[config.mk]
export PLATFORM = sky130hd
export DESIGN_NAME = md_top
export DESIGN_NICKNAME = d
export VERILOG_FILES = /design/src/hdl/md_pkg.sv /design/src/hdl/md_seq.sv /design/src/hdl/md_top.sv
export SDC_FILE = /design/constraint.sdc
export NUM_CORES = 1
export LEC_CHECK = 0
export BUFFER_PORTS_ARGS = -buffer_cell sky130_fd_sc_hd__buf_4
export CAP_MARGIN = 40
export CORE_MARGIN = 5
export CORE_UTILIZATION = 60
export CTS_BUF_LIST = sky130_fd_sc_hd__clkbuf_4 sky130_fd_sc_hd__clkbuf_8
export DETAILED_ROUTE_END_ITERATION = 7
export PLACE_DENSITY = 0.8
export SYNTH_ARGS = -nofsm -noshare
export SYNTH_HDL_FRONTEND = slang
export SYNTH_SLANG_ARGS = --single-unit
[constraint.sdc]
create_clock -name ref_clk -period 8.94 [get_ports ref_clk]
set_clock_uncertainty 0.15 [all_clocks]
set_input_delay 0.447 -clock ref_clk [delete_from_list [all_inputs] [get_ports ref_clk]]
set_output_delay 0.447 -clock ref_clk [all_outputs]
set_load 0.05 [all_outputs]
[src/hdl/md_pkg.sv]
/*
  Shared constants and types of the moisture detection control and result block:
  register indices, field positions, reset values, result codes and check timing.
  Assumes a 50 MHz reference clock and a 32-bit register bus, one register per word.
*/
package md_pkg;
  localparam int MD_ADDR_W = 10;
  // register indices; byte address is four times the index
  localparam logic [7:0] MD_IDX_RETRY = 8'h70;
  localparam logic [7:0] MD_IDX_AVGNUM = 8'h72;
  localparam logic [7:0] MD_IDX_TARGET = 8'h74;
  localparam logic [7:0] MD_IDX_THRESH = 8'h75;
  localparam logic [7:0] MD_IDX_CTL = 8'h76;
  localparam logic [7:0] MD_IDX_CUR = 8'h77;
  localparam logic [7:0] MD_IDX_AVG = 8'h78;
  localparam logic [7:0] MD_IDX_PEAK = 8'h79;
  localparam logic [7:0] MD_IDX_FLOOR = 8'h7A;
  localparam logic [7:0] MD_IDX_STATE = 8'h7B;
  localparam logic [7:0] MD_IDX_IRQ_ST = 8'h7C;
  localparam logic [7:0] MD_IDX_IRQ_MASK = 8'h7D;
  // control register bit positions
  localparam int MD_CTL_AUTO = 6;
  localparam int MD_CTL_MAN = 4;
  localparam int MD_CTL_RTY = 2;
  localparam int MD_CTL_REARM = 0;
  // state register and interrupt bit positions
  localparam int MD_ST_WET = 0;
  localparam int MD_ST_BUSY = 1;
  localparam int MD_IRQ_DONE = 0;
  localparam int MD_IRQ_WET = 1;
  localparam int MD_IRQ_DRY = 2;
  localparam int MD_IRQ_W = 3;
  // reset values
  localparam logic MD_AUTO_RST = 1'b1;
  localparam logic MD_REARM_RST = 1'b1;
  localparam logic [7:0] MD_THRESH_RST = 8'h77;
  localparam logic [2:0] MD_RETRY_RST = 3'h1;
  localparam logic [2:0] MD_AVGNUM_RST = 3'h0;
  localparam logic [1:0] MD_TARGET_RST = 2'h0;
  localparam logic [MD_IRQ_W-1:0] MD_MASK_RST = 3'h0;
  // pullup current codes: 0 1uA, 1 4uA, 2 16uA, 3 64uA
  localparam logic [1:0] MD_CUR_1UA = 2'h0;
  localparam logic [1:0] MD_CUR_64UA = 2'h3;
  localparam logic [7:0] MD_READ_ZERO = 8'h00;
  localparam logic [7:0] MD_READ_FULL = 8'hFF;
  // weight of one reading count, for software scaling
  localparam real MD_LSB_MV = 5.882;
  localparam real MD_LSB_PCT = 0.392;
  // automatic check period
  localparam int unsigned MD_CHECK_S = 16;
  localparam int unsigned MD_CLK_HZ = 50_000_000;
  localparam int unsigned MD_CHECK_CYCLES = MD_CHECK_S * MD_CLK_HZ;

  typedef enum logic [2:0] {
    MD_RES_DRY = 3'h0,
    MD_RES_OPEN = 3'h1,
    MD_RES_GROUND = 3'h2,
    MD_RES_SHORT = 3'h3,
    MD_RES_ABORT = 3'h4
  } md_result_e;

  typedef enum logic [1:0] {
    MD_SRC_NONE = 2'h0,
    MD_SRC_AUTO = 2'h1,
    MD_SRC_MAN = 2'h2,
    MD_SRC_RTY = 2'h3
  } md_src_e;

  typedef enum logic [2:0] {
    MD_SQ_IDLE = 3'b001,
    MD_SQ_ACC = 3'b010,
    MD_SQ_EVAL = 3'b100
  } md_seq_st_e;
endpackage

[src/hdl/md_seq.sv]
/*
  Measurement sequencer: gathers 2^n ADC samples at one pullup current,
  retries clamped measurements and classifies the outcome.
  Assumes the on-chip ADC runs on ref_clk, so its samples need no synchroniser.
*/
`timescale 1ns/100ps
module md_seq
  import md_pkg::*;
(
  input wire logic ref_clk,
  input wire logic nrst,
  input wire logic start,
  input wire logic [1:0] target_cur,
  input wire logic [2:0] avg_sel,
  input wire logic [2:0] retry_max,
  input wire logic [7:0] wet_thresh,
  input wire logic adc_valid,
  input wire logic [7:0] adc_data,
  output logic afe_enable,
  output logic [1:0] afe_current,
  output logic busy,
  output logic done,
  output md_result_e result,
  output logic [7:0] res_avg,
  output logic [7:0] res_peak,
  output logic [7:0] res_floor
);
  md_seq_st_e state;
  logic [2:0] sel_l;
  logic [2:0] tries;
  logic [2:0] tries_max;
  logic [7:0] thr_l;
  logic [7:0] cnt;
  logic [7:0] peak;
  logic [7:0] floor_v;
  logic [14:0] sum;
  logic [7:0] avg;
  logic clamp;
  logic retry_go;
  logic last;

  function automatic md_result_e classify(input logic cl, input logic lowcur,
                                          input logic [7:0] fl, input logic [7:0] a,
                                          input logic [7:0] thr);
    if (cl && !lowcur) classify = MD_RES_ABORT;
    else if (cl) classify = MD_RES_OPEN;
    else if (fl == MD_READ_ZERO) classify = MD_RES_GROUND;
    else if (a < thr) classify = MD_RES_SHORT;
    else classify = MD_RES_DRY;
  endfunction

  // sum never exceeds 255 << sel, so the shifted value fits eight bits
  assign avg = 8'(sum >> sel_l);
  assign clamp = peak == MD_READ_FULL;
  assign last = cnt == 8'((9'h001 << sel_l) - 9'h001);
  assign retry_go = state == MD_SQ_EVAL && clamp && afe_current != MD_CUR_1UA &&
                    tries < tries_max;
  assign afe_enable = state == MD_SQ_ACC;
  assign busy = state != MD_SQ_IDLE;

  always_ff @(posedge ref_clk) begin
    if (!nrst) begin
      state <= MD_SQ_IDLE;
    end else begin
      unique case (state)
        MD_SQ_IDLE: if (start) state <= MD_SQ_ACC;
        MD_SQ_ACC: if (adc_valid && last) state <= MD_SQ_EVAL;
        MD_SQ_EVAL: state <= retry_go ? MD_SQ_ACC : MD_SQ_IDLE;
      endcase
    end
  end

  // settings are frozen at start so a register write cannot skew a run
  always_ff @(posedge ref_clk) begin
    if (!nrst) begin
      sel_l <= MD_AVGNUM_RST;
      thr_l <= MD_THRESH_RST;
      afe_current <= MD_TARGET_RST;
      tries_max <= MD_RETRY_RST;
      tries <= 3'h0;
    end else if (state == MD_SQ_IDLE && start) begin
      sel_l <= avg_sel;
      thr_l <= wet_thresh;
      afe_current <= target_cur;
      tries_max <= retry_max;
      tries <= 3'h0;
    end else if (retry_go) begin
      tries <= tries + 3'h1;
    end
  end

  always_ff @(posedge ref_clk) begin
    if (!nrst || (state == MD_SQ_IDLE && start) || retry_go) begin
      cnt <= 8'h00;
      sum <= 15'h0000;
      peak <= MD_READ_ZERO;
      floor_v <= MD_READ_FULL;
    end else if (state == MD_SQ_ACC && adc_valid) begin
      cnt <= cnt + 8'h01;
      sum <= sum + {7'h00, adc_data};
      if (adc_data > peak) peak <= adc_data;
      if (adc_data < floor_v) floor_v <= adc_data;
    end
  end

  always_ff @(posedge ref_clk) begin
    if (!nrst) begin
      done <= 1'b0;
      result <= MD_RES_DRY;
      res_avg <= MD_READ_ZERO;
      res_peak <= MD_READ_ZERO;
      res_floor <= MD_READ_ZERO;
    end else begin
      done <= state == MD_SQ_EVAL && !retry_go;
      if (state == MD_SQ_EVAL && !retry_go) begin
        result <= classify(clamp, afe_current == MD_CUR_1UA, floor_v, avg, thr_l);
        res_avg <= avg;
        res_peak <= peak;
        res_floor <= floor_v;
      end
    end
  end
endmodule

[src/hdl/md_top.sv]
/*
  Moisture detection control and result registers with their sequencer,
  an automatic 16 s check timer and an interrupt, behind an Avalon-MM slave.
  Assumes a single 50 MHz clock, a synchronous active-low reset and an
  on-chip ADC and analog front end running on the same clock.
*/
// Decided for this implementation: the Avalon-MM interface to the registers.
// What this block does
// - With automatic enable set, check moisture every 16 s, first 16 s after reset.
// - Writing one to the manual request bit starts one detection as soon as the sequencer is free.
// - Manual request reads one while running and self-clears when detection ends.
// - Retry write starts a new check only when moisture was found; else ignored.
// - Retry bit reads one while the retry runs and self-clears when done.
// - With re-arm set, host detection re-arms itself once moisture is gone.
// - A read-only 2-bit field reports the final pullup current code.
// - Final current reads zero on Abort or Open and three on Short.
// - Average reading register: zero on Abort or Ground, all ones on Open.
// - Peak reading register: zero on Abort or Ground, all ones on Open.
// - Floor reading register: zero on Abort or Ground, all ones on Open.
// - One reading count stands for 5.882 mV, about 0.392 percent.
// - Measurements compare against an 8-bit threshold, reset 0x77.
// - A 2-bit target current sets the moisture resistance threshold, reset zero.
// - A 3-bit count repeats clamped measurements; exhausted retries report Abort.
// - A 3-bit field averages two to that power ADC samples per measurement.
`timescale 1ns/100ps
module md_top
  import md_pkg::*;
#(
  parameter int unsigned CHECK_CYCLES = MD_CHECK_CYCLES
) (
  input wire logic ref_clk,
  input wire logic nrst,
  input wire logic [MD_ADDR_W-1:0] avs_address,
  input wire logic avs_read,
  input wire logic avs_write,
  input wire logic [3:0] avs_byteenable,
  input wire logic [31:0] avs_writedata,
  output logic [31:0] avs_readdata,
  output logic avs_waitrequest,
  input wire logic adc_valid,
  input wire logic [7:0] adc_data,
  output logic afe_enable,
  output logic [1:0] afe_current,
  output logic host_detect_armed,
  output logic host_rearm,
  output logic irq
);
  logic ack;
  logic [7:0] idx;
  logic wr_en;
  logic [7:0] wd;
  logic [31:0] next_readdata;

  logic auto_en;
  logic rearm_en;
  logic man_req;
  logic rty_req;
  logic [2:0] retry_max;
  logic [2:0] avg_sel;
  logic [1:0] target_cur;
  logic [7:0] wet_thresh;

  logic [1:0] final_current_code;
  logic [7:0] final_avg_reading;
  logic [7:0] final_peak_reading;
  logic [7:0] final_floor_reading;
  logic wet;
  logic [MD_IRQ_W-1:0] irq_st;
  logic [MD_IRQ_W-1:0] irq_mask;
  logic [MD_IRQ_W-1:0] irq_ev;
  logic [MD_IRQ_W-1:0] irq_clr;

  logic [31:0] tmr;
  logic tick;
  logic auto_pend;
  md_src_e run_src;
  md_src_e launch_src;
  logic ctl_wr;
  logic man_set;
  logic rty_set;
  logic dry_rearm;

  logic seq_start;
  logic seq_busy;
  logic seq_done;
  md_result_e seq_result;
  logic [7:0] seq_avg;
  logic [7:0] seq_peak;
  logic [7:0] seq_floor;

  function automatic logic reg_hit(input logic en, input logic [7:0] at,
                                   input logic [7:0] want);
    reg_hit = en && at == want;
  endfunction

  function automatic logic [7:0] force_reading(input md_result_e r, input logic [7:0] raw);
    if (r == MD_RES_ABORT || r == MD_RES_GROUND) force_reading = MD_READ_ZERO;
    else if (r == MD_RES_OPEN) force_reading = MD_READ_FULL;
    else force_reading = raw;
  endfunction

  // bus slave: one wait cycle, then the write lands and read data stands
  assign idx = avs_address[MD_ADDR_W-1:2];
  assign avs_waitrequest = (avs_read || avs_write) && !ack;
  assign wr_en = avs_write && ack && avs_address[1:0] == 2'h0 && avs_byteenable[0];
  assign wd = avs_writedata[7:0];

  always_ff @(posedge ref_clk) begin
    if (!nrst) ack <= 1'b0;
    else ack <= (avs_read || avs_write) && !ack;
  end

  always_comb begin
    next_readdata = 32'h0000_0000;
    if (avs_address[1:0] == 2'h0) begin
      case (idx)
        MD_IDX_RETRY: next_readdata[2:0] = retry_max;
        MD_IDX_AVGNUM: next_readdata[2:0] = avg_sel;
        MD_IDX_TARGET: next_readdata[1:0] = target_cur;
        MD_IDX_THRESH: next_readdata[7:0] = wet_thresh;
        MD_IDX_CTL: begin
          next_readdata[MD_CTL_AUTO] = auto_en;
          next_readdata[MD_CTL_MAN] = man_req;
          next_readdata[MD_CTL_RTY] = rty_req;
          next_readdata[MD_CTL_REARM] = rearm_en;
        end
        MD_IDX_CUR: next_readdata[1:0] = final_current_code;
        MD_IDX_AVG: next_readdata[7:0] = final_avg_reading;
        MD_IDX_PEAK: next_readdata[7:0] = final_peak_reading;
        MD_IDX_FLOOR: next_readdata[7:0] = final_floor_reading;
        MD_IDX_STATE: begin
          next_readdata[MD_ST_WET] = wet;
          next_readdata[MD_ST_BUSY] = seq_busy;
        end
        MD_IDX_IRQ_ST: next_readdata[MD_IRQ_W-1:0] = irq_st;
        MD_IDX_IRQ_MASK: next_readdata[MD_IRQ_W-1:0] = irq_mask;
        default: next_readdata = 32'h0000_0000;
      endcase
    end
  end

  always_ff @(posedge ref_clk) begin
    if (!nrst) avs_readdata <= 32'h0000_0000;
    else if (avs_read && !ack) avs_readdata <= next_readdata;
  end

  // configuration registers
  always_ff @(posedge ref_clk) begin
    if (!nrst) begin
      retry_max <= MD_RETRY_RST;
      avg_sel <= MD_AVGNUM_RST;
      target_cur <= MD_TARGET_RST;
      wet_thresh <= MD_THRESH_RST;
    end else begin
      if (reg_hit(wr_en, idx, MD_IDX_RETRY)) retry_max <= wd[2:0];
      if (reg_hit(wr_en, idx, MD_IDX_AVGNUM)) avg_sel <= wd[2:0];
      if (reg_hit(wr_en, idx, MD_IDX_TARGET)) target_cur <= wd[1:0];
      if (reg_hit(wr_en, idx, MD_IDX_THRESH)) wet_thresh <= wd;
    end
  end

  assign ctl_wr = reg_hit(wr_en, idx, MD_IDX_CTL);
  assign man_set = ctl_wr && wd[MD_CTL_MAN];
  assign rty_set = ctl_wr && wd[MD_CTL_RTY] && wet;

  always_ff @(posedge ref_clk) begin
    if (!nrst) begin
      auto_en <= MD_AUTO_RST;
      rearm_en <= MD_REARM_RST;
    end else if (ctl_wr) begin
      auto_en <= wd[MD_CTL_AUTO];
      rearm_en <= wd[MD_CTL_REARM];
    end
  end

  // a new request in the finishing cycle wins over the self-clear
  always_ff @(posedge ref_clk) begin
    if (!nrst) man_req <= 1'b0;
    else if (man_set) man_req <= 1'b1;
    else if (seq_done && run_src == MD_SRC_MAN) man_req <= 1'b0;
  end

  always_ff @(posedge ref_clk) begin
    if (!nrst) rty_req <= 1'b0;
    else if (rty_set) rty_req <= 1'b1;
    else if (seq_done && run_src == MD_SRC_RTY) rty_req <= 1'b0;
  end

  // free-running period timer; the first tick comes one full period after reset
  assign tick = tmr == CHECK_CYCLES - 32'h0000_0001;

  always_ff @(posedge ref_clk) begin
    if (!nrst || tick) tmr <= 32'h0000_0000;
    else tmr <= tmr + 32'h0000_0001;
  end

  always_ff @(posedge ref_clk) begin
    if (!nrst) auto_pend <= 1'b0;
    else if (tick && auto_en) auto_pend <= 1'b1;
    else if (seq_start && launch_src == MD_SRC_AUTO) auto_pend <= 1'b0;
  end

  // a manual request outranks a retry, which outranks the periodic check
  always_comb begin
    launch_src = MD_SRC_NONE;
    if (run_src == MD_SRC_NONE && !seq_busy) begin
      if (man_req) launch_src = MD_SRC_MAN;
      else if (rty_req) launch_src = MD_SRC_RTY;
      else if (auto_pend) launch_src = MD_SRC_AUTO;
    end
  end

  assign seq_start = launch_src != MD_SRC_NONE;

  always_ff @(posedge ref_clk) begin
    if (!nrst) run_src <= MD_SRC_NONE;
    else if (seq_start) run_src <= launch_src;
    else if (seq_done) run_src <= MD_SRC_NONE;
  end

  md_seq u_seq (
    .ref_clk(ref_clk),
    .nrst(nrst),
    .start(seq_start),
    .target_cur(target_cur),
    .avg_sel(avg_sel),
    .retry_max(retry_max),
    .wet_thresh(wet_thresh),
    .adc_valid(adc_valid),
    .adc_data(adc_data),
    .afe_enable(afe_enable),
    .afe_current(afe_current),
    .busy(seq_busy),
    .done(seq_done),
    .result(seq_result),
    .res_avg(seq_avg),
    .res_peak(seq_peak),
    .res_floor(seq_floor)
  );

  // results are captured once per finished measurement, with outcome overrides
  always_ff @(posedge ref_clk) begin
    if (!nrst) begin
      final_current_code <= MD_CUR_1UA;
      final_avg_reading <= MD_READ_ZERO;
      final_peak_reading <= MD_READ_ZERO;
      final_floor_reading <= MD_READ_ZERO;
    end else if (seq_done) begin
      if (seq_result == MD_RES_ABORT || seq_result == MD_RES_OPEN)
        final_current_code <= MD_CUR_1UA;
      else if (seq_result == MD_RES_SHORT)
        final_current_code <= MD_CUR_64UA;
      else
        final_current_code <= afe_current;
      final_avg_reading <= force_reading(seq_result, seq_avg);
      final_peak_reading <= force_reading(seq_result, seq_peak);
      final_floor_reading <= force_reading(seq_result, seq_floor);
    end
  end

  // host detection stays blocked while wet; a dry result re-arms it when
  // auto re-arm is on, or when software asked for the retry
  assign dry_rearm = seq_done && seq_result == MD_RES_DRY && wet &&
                     (rearm_en || run_src == MD_SRC_RTY);

  always_ff @(posedge ref_clk) begin
    if (!nrst) wet <= 1'b0;
    else if (seq_done && seq_result == MD_RES_SHORT) wet <= 1'b1;
    else if (dry_rearm) wet <= 1'b0;
  end

  always_ff @(posedge ref_clk) begin
    if (!nrst) host_rearm <= 1'b0;
    else host_rearm <= dry_rearm;
  end

  assign host_detect_armed = !wet;

  // interrupts: sticky, write one to clear, a new event wins over the clear
  assign irq_ev[MD_IRQ_DONE] = seq_done;
  assign irq_ev[MD_IRQ_WET] = seq_done && seq_result == MD_RES_SHORT && !wet;
  assign irq_ev[MD_IRQ_DRY] = dry_rearm;
  assign irq_clr = reg_hit(wr_en, idx, MD_IDX_IRQ_ST) ? wd[MD_IRQ_W-1:0] : 3'h0;

  always_ff @(posedge ref_clk) begin
    if (!nrst) irq_st <= 3'h0;
    else irq_st <= (irq_st & ~irq_clr) | irq_ev;
  end

  always_ff @(posedge ref_clk) begin
    if (!nrst) irq_mask <= MD_MASK_RST;
    else if (reg_hit(wr_en, idx, MD_IDX_IRQ_MASK)) irq_mask <= wd[MD_IRQ_W-1:0];
  end

  assign irq = |(irq_st & irq_mask);
endmodule

---- Word-level counts from Yosys, hierarchy flattened ----
Index checks and enable logic that the tools add are counted.
cells by class
  add/sub/neg operators ................... 5
  $mul .................................... 0
  divide/modulo/power cells ............... 0
  order comparisons ....................... 4
  eq/ne operators ......................... 28
  shift operators ......................... 2
  mux-type cells .......................... 40
  bitwise operators ....................... 5
  reduce and logical (&&, ||, !) cells .... 63
operators with widths
  cell                                                   count
  equality test 8 x 7 -> 1 bit, second input constant    12
  two-way mux 8 bit                                      7
  logical AND 1 bit                                      33
  adder 32 x 1 -> 32 bit, second input constant          1
  equality test 32 x 30 -> 1 bit, second input constant  1
  two-way mux 2 bit                                      9
  two-way mux 3 bit                                      6
  less-than comparator 8 bit                             2
  adder 15 x 8 -> 15 bit                                 1
  right shift 15 x 3 -> 8 bit                            1
  nonzero test 2 bit                                     7
  one-hot mux 1 bit (12 select lines)                    1
  one-hot mux 1 bit (4 select lines)                     3
  one-hot mux 1 bit (11 select lines)                    1
  one-hot mux 1 bit (5 select lines)                     2
  equality test 3 x 2 -> 1 bit, second input constant    3
  two-way mux 1 bit                                      9
  one-hot mux 1 bit (9 select lines)                     1
  one-hot mux 3 bit (3 select lines)                     1
  adder 8 x 1 -> 8 bit, second input constant            1
  equality test 8 bit                                    1
  equality test 8 bit, second input constant             1
  > comparator 8 bit                                     1
  logical NOT 8 bit                                      1
  other kinds (22)                                       41
word-level totals
  register bits ........................... 211
  bits in latches ......................... 0
  RAM bits ................................ 0
  bits in read-only memories .............. 0
  input port bits ......................... 59
  output and inout port bits .............. 39
  memories ................................ 0

---- Depth between registers and ports, before layout ----
Gate-level depths: netlist of run 1.
  depth after elaboration ................. 8
  depth in mapped cells ................... 12

---- Modules after synthesis ----
Synthesis of run 1 repeated with hierarchy kept, for this count alone.
unflattened totals
  cells, all modules ...................... 1170
  area, all modules ....................... 10085.9 um^2
by module, submodules not included
  module  times used  cells an instance  area each (um^2)  seq. area each (um^2)
  md_seq  1           608                5148.7            1781.7
  md_top  1           562                4937.2            1961.9

---- Worst setup path before layout of run 1 ----
No wires, ideal clock.
  path kind ............................... reg2reg
  start point ............................. register u_seq.sel_l[1]
  end point ............................... register u_seq.result[0]
  setup time .............................. 0.060 ns
  arrival ................................. 2.795 ns
  path slack .............................. 5.935 ns
  stages on the path, launching flop included .. 13
  path buffers ............................ 3
  clock period less this slack ............ 3.005 ns
  cells stage by stage .................... dfxtp_1 -> buf_6 -> clkbuf_1 -> buf_2 -> mux4_2 -> nand2_1 -> o21ai_0 -> ha_1 -> a21o_1 -> a21o_1 -> a2111o_1 -> a211oi_2 -> a311o_1
on the way
  word-level cells in the longest chain between the ends .. 6
ends and longest elaborated chain
  what                         RTL line       source
  start, declared              md_seq.sv:29   logic [2:0] sel_l;
  start signal, assigned       md_seq.sv:82   sel_l <= avg_sel;
  right shift 15 x 3 -> 8 bit  md_seq.sv:53   assign avg = 8'(sum >> sel_l);
  net u_seq.avg[5]             md_seq.sv:37   logic [7:0] avg;
  less-than comparator 8 bit   md_seq.sv:48   else if (a < thr) classify = MD_RES_SHORT;
  two-way mux 2 bit            md_seq.sv:48
  two-way mux 3 bit            md_seq.sv:47   else if (fl == MD_READ_ZERO) classify = MD_RES_GROUND;
  two-way mux 3 bit            md_seq.sv:46   else if (cl) classify = MD_RES_OPEN;
  two-way mux 3 bit            md_seq.sv:45   if (cl && !lowcur) classify = MD_RES_ABORT;
  end signal, assigned         md_seq.sv:116  result <= classify(clamp, afe_current == MD_CUR_1UA, floor_v, avg, thr_l);
  end, declared                md_seq.sv:23   output md_result_e result,
The timed path passes the listed nets, and every way through them passes these cells.
A chain may end at the register's enable or synchronous reset.

---- Final worst setup path of run 1 ----
  start point ............................. register u_seq.sel_l[0]
  end point ............................... register u_seq.result[0]
The elaborated chain is that of the path after synthesis.

==> results of run 1 <==
[critical path, cell delays in order (launching register included)]
cell and delay, ns:
dfxtp_1 0.81, mux4_2 0.59, nand2_1 0.09, o21ai_0 0.16
ha_1 0.37, a21o_1 0.18, a21o_1 0.17, a2111o_1 0.43
a211oi_2 0.20, a311o_1 0.12
[power by group through the flow]
stage                     Clock [mW]  Combinational [mW]  Sequential [mW]
after floorplan                    0              0.0901            0.860
after global placement             0               0.110            0.861
after detailed placement           0               0.114            0.861
after CTS                      0.590               0.114            0.842
after global routing           0.630               0.125            0.843
final                          0.583               0.115            0.842
[cell type report]
cell class	instances	area share (%)
well taps	216	2.57
clock inverters	9	1.08
inverters	41	1.46
flip-flops and latches	187	35.5
multi-input cells	871	51.7
repair buffers	59	4.82
clock buffers	23	2.83
[cell families (layout without fill, tap and decap cells)]
logic type / count (synthesis) / count (layout)
AND/OR/NAND/NOR: 447 / 447
XOR/XNOR: 43 / 43
other: 1 / 24
multiplexers: 62 / 62
flip-flops: 187 / 187
buffers and inverters: 125 / 132
AO/OA/AOI/OAI: 258 / 258
adder cells (fa/ha/maj): 37 / 37
[final timing paths]
kind | from | slack [ns] | depth (start not counted) | end
setup / recovery | u_seq.sel_l[0]$_SDFFE_PN0P_ | 5.61 | 9 | u_seq.result[0]$_SDFFE_PN0P_
hold / removal | avs_writedata[5] | 0.04 | 3 | wet_thresh[5]$_SDFFE_PN1P_
hold reg to reg | tmr[0]$_SDFF_PP0_ | 0.30 | 1 | tmr[0]$_SDFF_PP0_
setup reg to reg | u_seq.sel_l[0]$_SDFFE_PN0P_ | 5.61 | 9 | u_seq.result[0]$_SDFFE_PN0P_
[per-layer routing]
metal | track usage [%] | vias to the layer above | wire (um)
met4 | 7.43 | 0 | 446
met2 | 39.7 | 248 | 10500
met3 | 5.11 | 40 | 1370
met1 | 33.8 | 3890 | 10500
met5 | 0 | - | 0
li1 | - | 4110 | -
[per-stage QoR]
| step | hold slack [ns] | instance area (um^2) | power (mW) | std cells | util (%) |
|---|---|---|---|---|---|
| final | 0.0350 | 10500 | 1.54 | 1406 | 66.3 |
| after CTS | 0.0193 | 10500 | 1.54 | 1405 | 66.3 |
| after floorplan | 0.268 | 9800 | 0.950 | 1183 | - |
| after global routing | 0.0111 | 10500 | 1.60 | 1406 | 66.3 |
| after detailed placement | 0.292 | 10100 | 0.975 | 1373 | 63.7 |
| after global placement | 0.281 | 9980 | 0.971 | 1364 | 62.8 |
[Yosys cell counts, types with 8 or more instances]
library cell / count / area (um^2)
dfxtp_1: 187 / 3740
nand2_1: 137 / 514
nor2_1: 119 / 447
a21oi_1: 94 / 470
o21ai_0: 78 / 390
nand3_1: 61 / 305
inv_1: 41 / 154
mux2i_1: 40 / 400
clkbuf_1: 37 / 139
ha_1: 36 / 450
buf_4: 27 / 203
xor2_1: 26 / 228
nor3_1: 20 / 100
nand4_1: 17 / 106
xnor2_1: 17 / 149
buf_2: 14 / 70.1
and3_1: 12 / 75.1
or3_1: 11 / 68.8
mux2_2: 10 / 113
nor2b_1: 10 / 62.6
nor4_1: 10 / 62.6
a31oi_1: 9 / 56.3
mux4_2: 9 / 203
a22oi_1: 8 / 60.1
and2_1: 8 / 50.1
nand2b_1: 8 / 50.1
==> flow_metrics.env, run 1 <==
export IMPL_async_reset_ff_share_pct=0
export IMPL_grt_pass1_vias=7624
export IMPL_die_w_um=137
export IMPL_period_minus_slack_ns=3.33
export IMPL_n_fill_cell=1364
export IMPL_area_growth_synth_to_final_pct=8.49
export IMPL_rsz0062_at_grt="no"
export IMPL_combPwrFrac_pct=7.5
export IMPL_htree_levels=4
export IMPL_clkPwrFrac_pct=37.9
export IMPL_outcome="complete, no violations"
export IMPL_ys_seq_elements=187
export IMPL_floorplan_rows=46
export IMPL_multi_input_area_um2=5450
export IMPL_portBuffers=46
export IMPL_io_pins=98
export IMPL_cts_buffers=17
export IMPL_core_area_um2=15900
export IMPL_drtAntennaViolNets=0
export IMPL_synthXorXnorAreaFrac_pct=3.88
export IMPL_cts_tree="built"
export IMPL_vias=8288
export IMPL_required_ns=9.21
export IMPL_layout_cells_most_common="dfxtp_1"
export IMPL_grt_first_pass_wirelength_um=37400
export IMPL_syn_avg_cell_area_um2=8.37
export IMPL_fmax_mhz=300
export IMPL_hp_class="primary input to flop"
export IMPL_cp_arrival_ns=3.61
export IMPL_pwr_share_seq_pct=54.7
export IMPL_finalHoldViolations=0
export IMPL_chipHeight_um=137
export IMPL_initialDrtViolationCount=656
export IMPL_clockRootBuffer="clkbuf_8"
export IMPL_setup_viol=0
export IMPL_gp_congestion=0.902
export IMPL_initial_utilization_pct=61.1
export IMPL_critical_path_startpoint_type="flop"
export IMPL_synthMuxAreaShare_pct=7.83
export IMPL_hold_buffers=0
export IMPL_dp_final_hpwl_um=16400
export IMPL_drive_gt1_share_pct=10.8
export IMPL_leakage_nw=4.00
export IMPL_cp_max_fo=17
export IMPL_final_cell_mix="187 x dfxtp_1, 137 x nand2_1, 119 x nor2_1"
export IMPL_vdd_drop_max_mv=0.115
export IMPL_netlist_area_um2=9710
export IMPL_top_regs="tmr x32, u_seq.sum x15"
export IMPL_syn_inst=1160
export IMPL_clkSlewWorstSetupHoldPaths_ns=0.10
export IMPL_yosys_warnings=0
export IMPL_worst_slack_ns=5.61
export IMPL_grt_start_max_net_pins=84
export IMPL_antenna_cells=0
export IMPL_tns_ns=0
export IMPL_p_sw_uw=388
export IMPL_cp_end_kind="flop"
export IMPL_synth_simple_area_share_pct=22.1
export IMPL_post_place_ws_ns=5.60
export IMPL_cts_resized=0
export IMPL_grt_total_usage_pct=24.7
export IMPL_viasPerCell=5.89
export IMPL_largest_register="tmr"
export IMPL_maxSlewViolCount=0
export IMPL_clk_latency_ns=0.47
export IMPL_cts_buffer_depth=2
export IMPL_ys_flop_type="dfxtp_1"
export IMPL_nets=1273
export IMPL_grt_ovfl_total=0
export IMPL_post_cts_buffers=0
export IMPL_antenna_found_initial=0
export IMPL_p_int_mw=1.15
export IMPL_synth_cell_type_count=78
export IMPL_regArea_um2=3740
export IMPL_synth_compound_area_share_pct=16.4
export IMPL_switching_share_pct=25.2
export IMPL_final_period_utilization_pct=37.3
export IMPL_slew_headroom_pct=39.9
export IMPL_synth_edf_count=0
export IMPL_maxCapViolations=0
export IMPL_largest_register_ffs=32
export IMPL_ys_seq_area_share_pct=38.6
export IMPL_tightest_slew_ns=0.896
export IMPL_drc_errors=0
export IMPL_dr_pass1_iters=6
export IMPL_wl_per_cell_um=16.2
export IMPL_die_area_um2=18800
export IMPL_synth_adder_area_share_pct=4.84
export IMPL_routed_wl_um=22800
export IMPL_pwr_density_cell_nw_per_um2=146
export IMPL_clock_sinks=187
export IMPL_worstSetupPathType="flop to flop"
export IMPL_synth_top_family_by_area="simple AND/OR/NAND/NOR gates"
(Power assumes the default switching activity.)
==> inputs of run 2 (changes only) <==
--- a/config.mk
+++ b/config.mk
@@ -8,10 +8,10 @@
 export BUFFER_PORTS_ARGS = -buffer_cell sky130_fd_sc_hd__buf_4
 export CAP_MARGIN = 40
 export CORE_MARGIN = 5
-export CORE_UTILIZATION = 60
+export CORE_UTILIZATION = 56
 export CTS_BUF_LIST = sky130_fd_sc_hd__clkbuf_4 sky130_fd_sc_hd__clkbuf_8
 export DETAILED_ROUTE_END_ITERATION = 7
-export PLACE_DENSITY = 0.8
+export PLACE_DENSITY = 0.78
 export SYNTH_ARGS = -nofsm -noshare
 export SYNTH_HDL_FRONTEND = slang
 export SYNTH_SLANG_ARGS = --single-unit
==> constraint.sdc (replaced) <==
create_clock -name ref_clk -period 2.9 [get_ports ref_clk]
set_clock_uncertainty 0.15 [all_clocks]
set_input_delay 0.145 -clock ref_clk [delete_from_list [all_inputs] [get_ports ref_clk]]
set_output_delay 0.145 -clock ref_clk [all_outputs]
set_load 0.05 [all_outputs]
==> flow_metrics.env, run 2 (same netlist as run 1, synthesis figures left out) <==
export IMPL_cp_max_fo=9
export IMPL_drc_errors=0
export IMPL_chipHeight_um=142
export IMPL_top_regs="tmr x32, u_seq.sum x15"
export IMPL_initialDrtViolationCount=796
export IMPL_clk_latency_ns=0.46
export IMPL_reg2reg_from="u_seq.sel_l[1]$_SDFFE_PN0P_"
export IMPL_r2r_end="u_seq.result[0]$_SDFFE_PN0P_"
export IMPL_grt_ovfl_total=0
export IMPL_cp_cell_sequence="mux2_2, mux4_2, ha_1, a21o_1, a21o_1, a2111o_1, a211oi_2, a311o_1"
export IMPL_n_fill_cell=1475
export IMPL_antenna_found_initial=0
export IMPL_grt_first_pass_wirelength_um=38900
export IMPL_antenna_cells=0
export IMPL_vdd_drop_max_mv=0.360
export IMPL_fmax_mhz=361
export IMPL_viasPerCell=5.83
export IMPL_cp_end_kind="flop"
export IMPL_holdWs_ns=0.0227
export IMPL_core_area_um2=17200
export IMPL_finalHoldViolations=0
export IMPL_reg2regPathDepth=8
export IMPL_power_total_mw=4.85
export IMPL_area_growth_synth_to_final_pct=12.2
export IMPL_final_period_utilization_pct=95.4
export IMPL_clockRootBuffer="clkbuf_8"
export IMPL_wl_per_cell_um=16.4
export IMPL_vias=8470
export IMPL_largest_register="tmr"
export IMPL_initial_utilization_pct=56.5
export IMPL_r2r_slack_ns=0.13
export IMPL_clock_sinks=187
export IMPL_cts_buffers=17
export IMPL_worst_slack_ns=0.133
export IMPL_final_cell_mix="185 x dfxtp_1, 137 x nand2_1, 119 x nor2_1"
export IMPL_gp_congestion=0.893
export IMPL_tightest_slew_ns=0.859
export IMPL_pwr_density_cell_nw_per_um2=445
export IMPL_path_delay_family="compound AO/OA/AOI/OAI gates"
export IMPL_regArea_um2=3750
export IMPL_cp_arrival_ns=3.02
export IMPL_grt_total_usage_pct=23.4
export IMPL_cts_buffer_depth=2
export IMPL_layout_cells_most_common="dfxtp_1"
export IMPL_crit_buf_inv=0
export IMPL_setup_viol=0
export IMPL_cts_tree="built"
export IMPL_drive_gt1_share_pct=11.7
export IMPL_clkSlewWorstSetupHoldPaths_ns=0.10
export IMPL_io_pins=98
export IMPL_critical_path_startpoint_type="flop"
export IMPL_hp_class="primary input to flop"
export IMPL_max_stage_delay_ns=0.52
export IMPL_whs_endpoint="avs_readdata[1]$_SDFFE_PN0P_"
export IMPL_largest_register_ffs=32
export IMPL_maxCapViolations=0
export IMPL_fin_util_pct=63.5
export IMPL_htree_levels=4
export IMPL_drtAntennaViolNets=0
export IMPL_hp_start="avs_address[4]"
export IMPL_maxSlewViolCount=0
export IMPL_dp_final_hpwl_um=17000
export IMPL_die_area_um2=20100
export IMPL_path_common_cell="a21o_1"
export IMPL_portBuffers=46
export IMPL_slowest_stage="mux4_2"
export IMPL_outcome="complete, no violations"
export IMPL_leakage_nw=4.17
export IMPL_nets=1310
export IMPL_die_w_um=142
export IMPL_dr_pass1_iters=6
export IMPL_post_place_ws_ns=-0.0393
export IMPL_grt_start_max_net_pins=80
export IMPL_required_ns=3.15
export IMPL_grt_pass1_vias=7816
export IMPL_floorplan_rows=48
export IMPL_multi_input_area_um2=5450
export IMPL_period_minus_slack_ns=2.77
export IMPL_hold_depth=3
export IMPL_routed_wl_um=23800
export IMPL_slew_headroom_pct=42.6
export IMPL_worstSetupPathType="flop to flop"
## run 2: where the power goes
part           leakage, nW  internal (mW)  switching (mW)
clock                0.221          0.854            1.02
combinational         2.44          0.127           0.259
sequential            1.51           2.58          0.0155
total                 4.17           3.56            1.29
## run 2: layer usage
metal  up-vias  track usage, %  wire length, um
met4         0            7.88              588
met3        38            4.21             1360
met1      3991            32.0            10900
li1       4179               -                -
met5         -               0                0
met2       262            37.5            10900
## run 2: worst max-delay path by stage
stage,from,to,slack [ns],cells after the start
3_3_place_gp,u_seq.sel_l[1]$_SDFFE_PN0P_,u_seq.result[0]$_SDFFE_PN0P_,0.02,8
2_1_floorplan,u_seq.sel_l[1]$_SDFFE_PN0P_,u_seq.result[0]$_SDFFE_PN0P_,0.03,12
6_report,u_seq.sel_l[1]$_SDFFE_PN0P_,u_seq.result[0]$_SDFFE_PN0P_,0.13,8
5_1_grt,u_seq.sel_l[2]$_SDFFE_PN0P_,u_seq.state[2]$_SDFFE_PN0P_,-0.03,8
4_1_cts,u_seq.sel_l[0]$_SDFFE_PN0P_,u_seq.result[0]$_SDFFE_PN0P_,0.06,9
3_5_place_dp,u_seq.sel_l[1]$_SDFFE_PN0P_,u_seq.result[0]$_SDFFE_PN0P_,-0.04,8
## run 2: what timing repair did
item / 4_1_cts / 5_1_grt
hold buffers: 24 / 0
cloned: 0 / 0
buffers inserted: 0 / 0
endpoints found under the hold margin: 61 / 0
gates resized for setup: 1 / 4
pin swaps: 0 / 3
setup endpoints to repair: 2 / 2
## run 2: final cells by class
class | instances | area share (%)
Clock buffer | 19 | 2.40
Clock inverter | 13 | 1.62
Inverter | 41 | 1.45
Multi-Input combinational cell | 871 | 50.0
Sequential cell | 187 | 34.4
Tap cell | 225 | 2.58
Timing Repair Buffer | 96 | 7.58
## run 2: worst min-delay path: stages
cell and delay (ns):
buf_4 0.17, o211ai_1 0.18, o21ai_0 0.09
## run 2: metrics by stage
stage	TNS, ns	cell area (um^2)	cells
finish	0	10900	1452
global route	-0.0323	10900	1452
CTS	0	10900	1452
detailed placement	-0.0393	10200	1396
global placement	0	10200	1394
floorplan	0	9800	1183
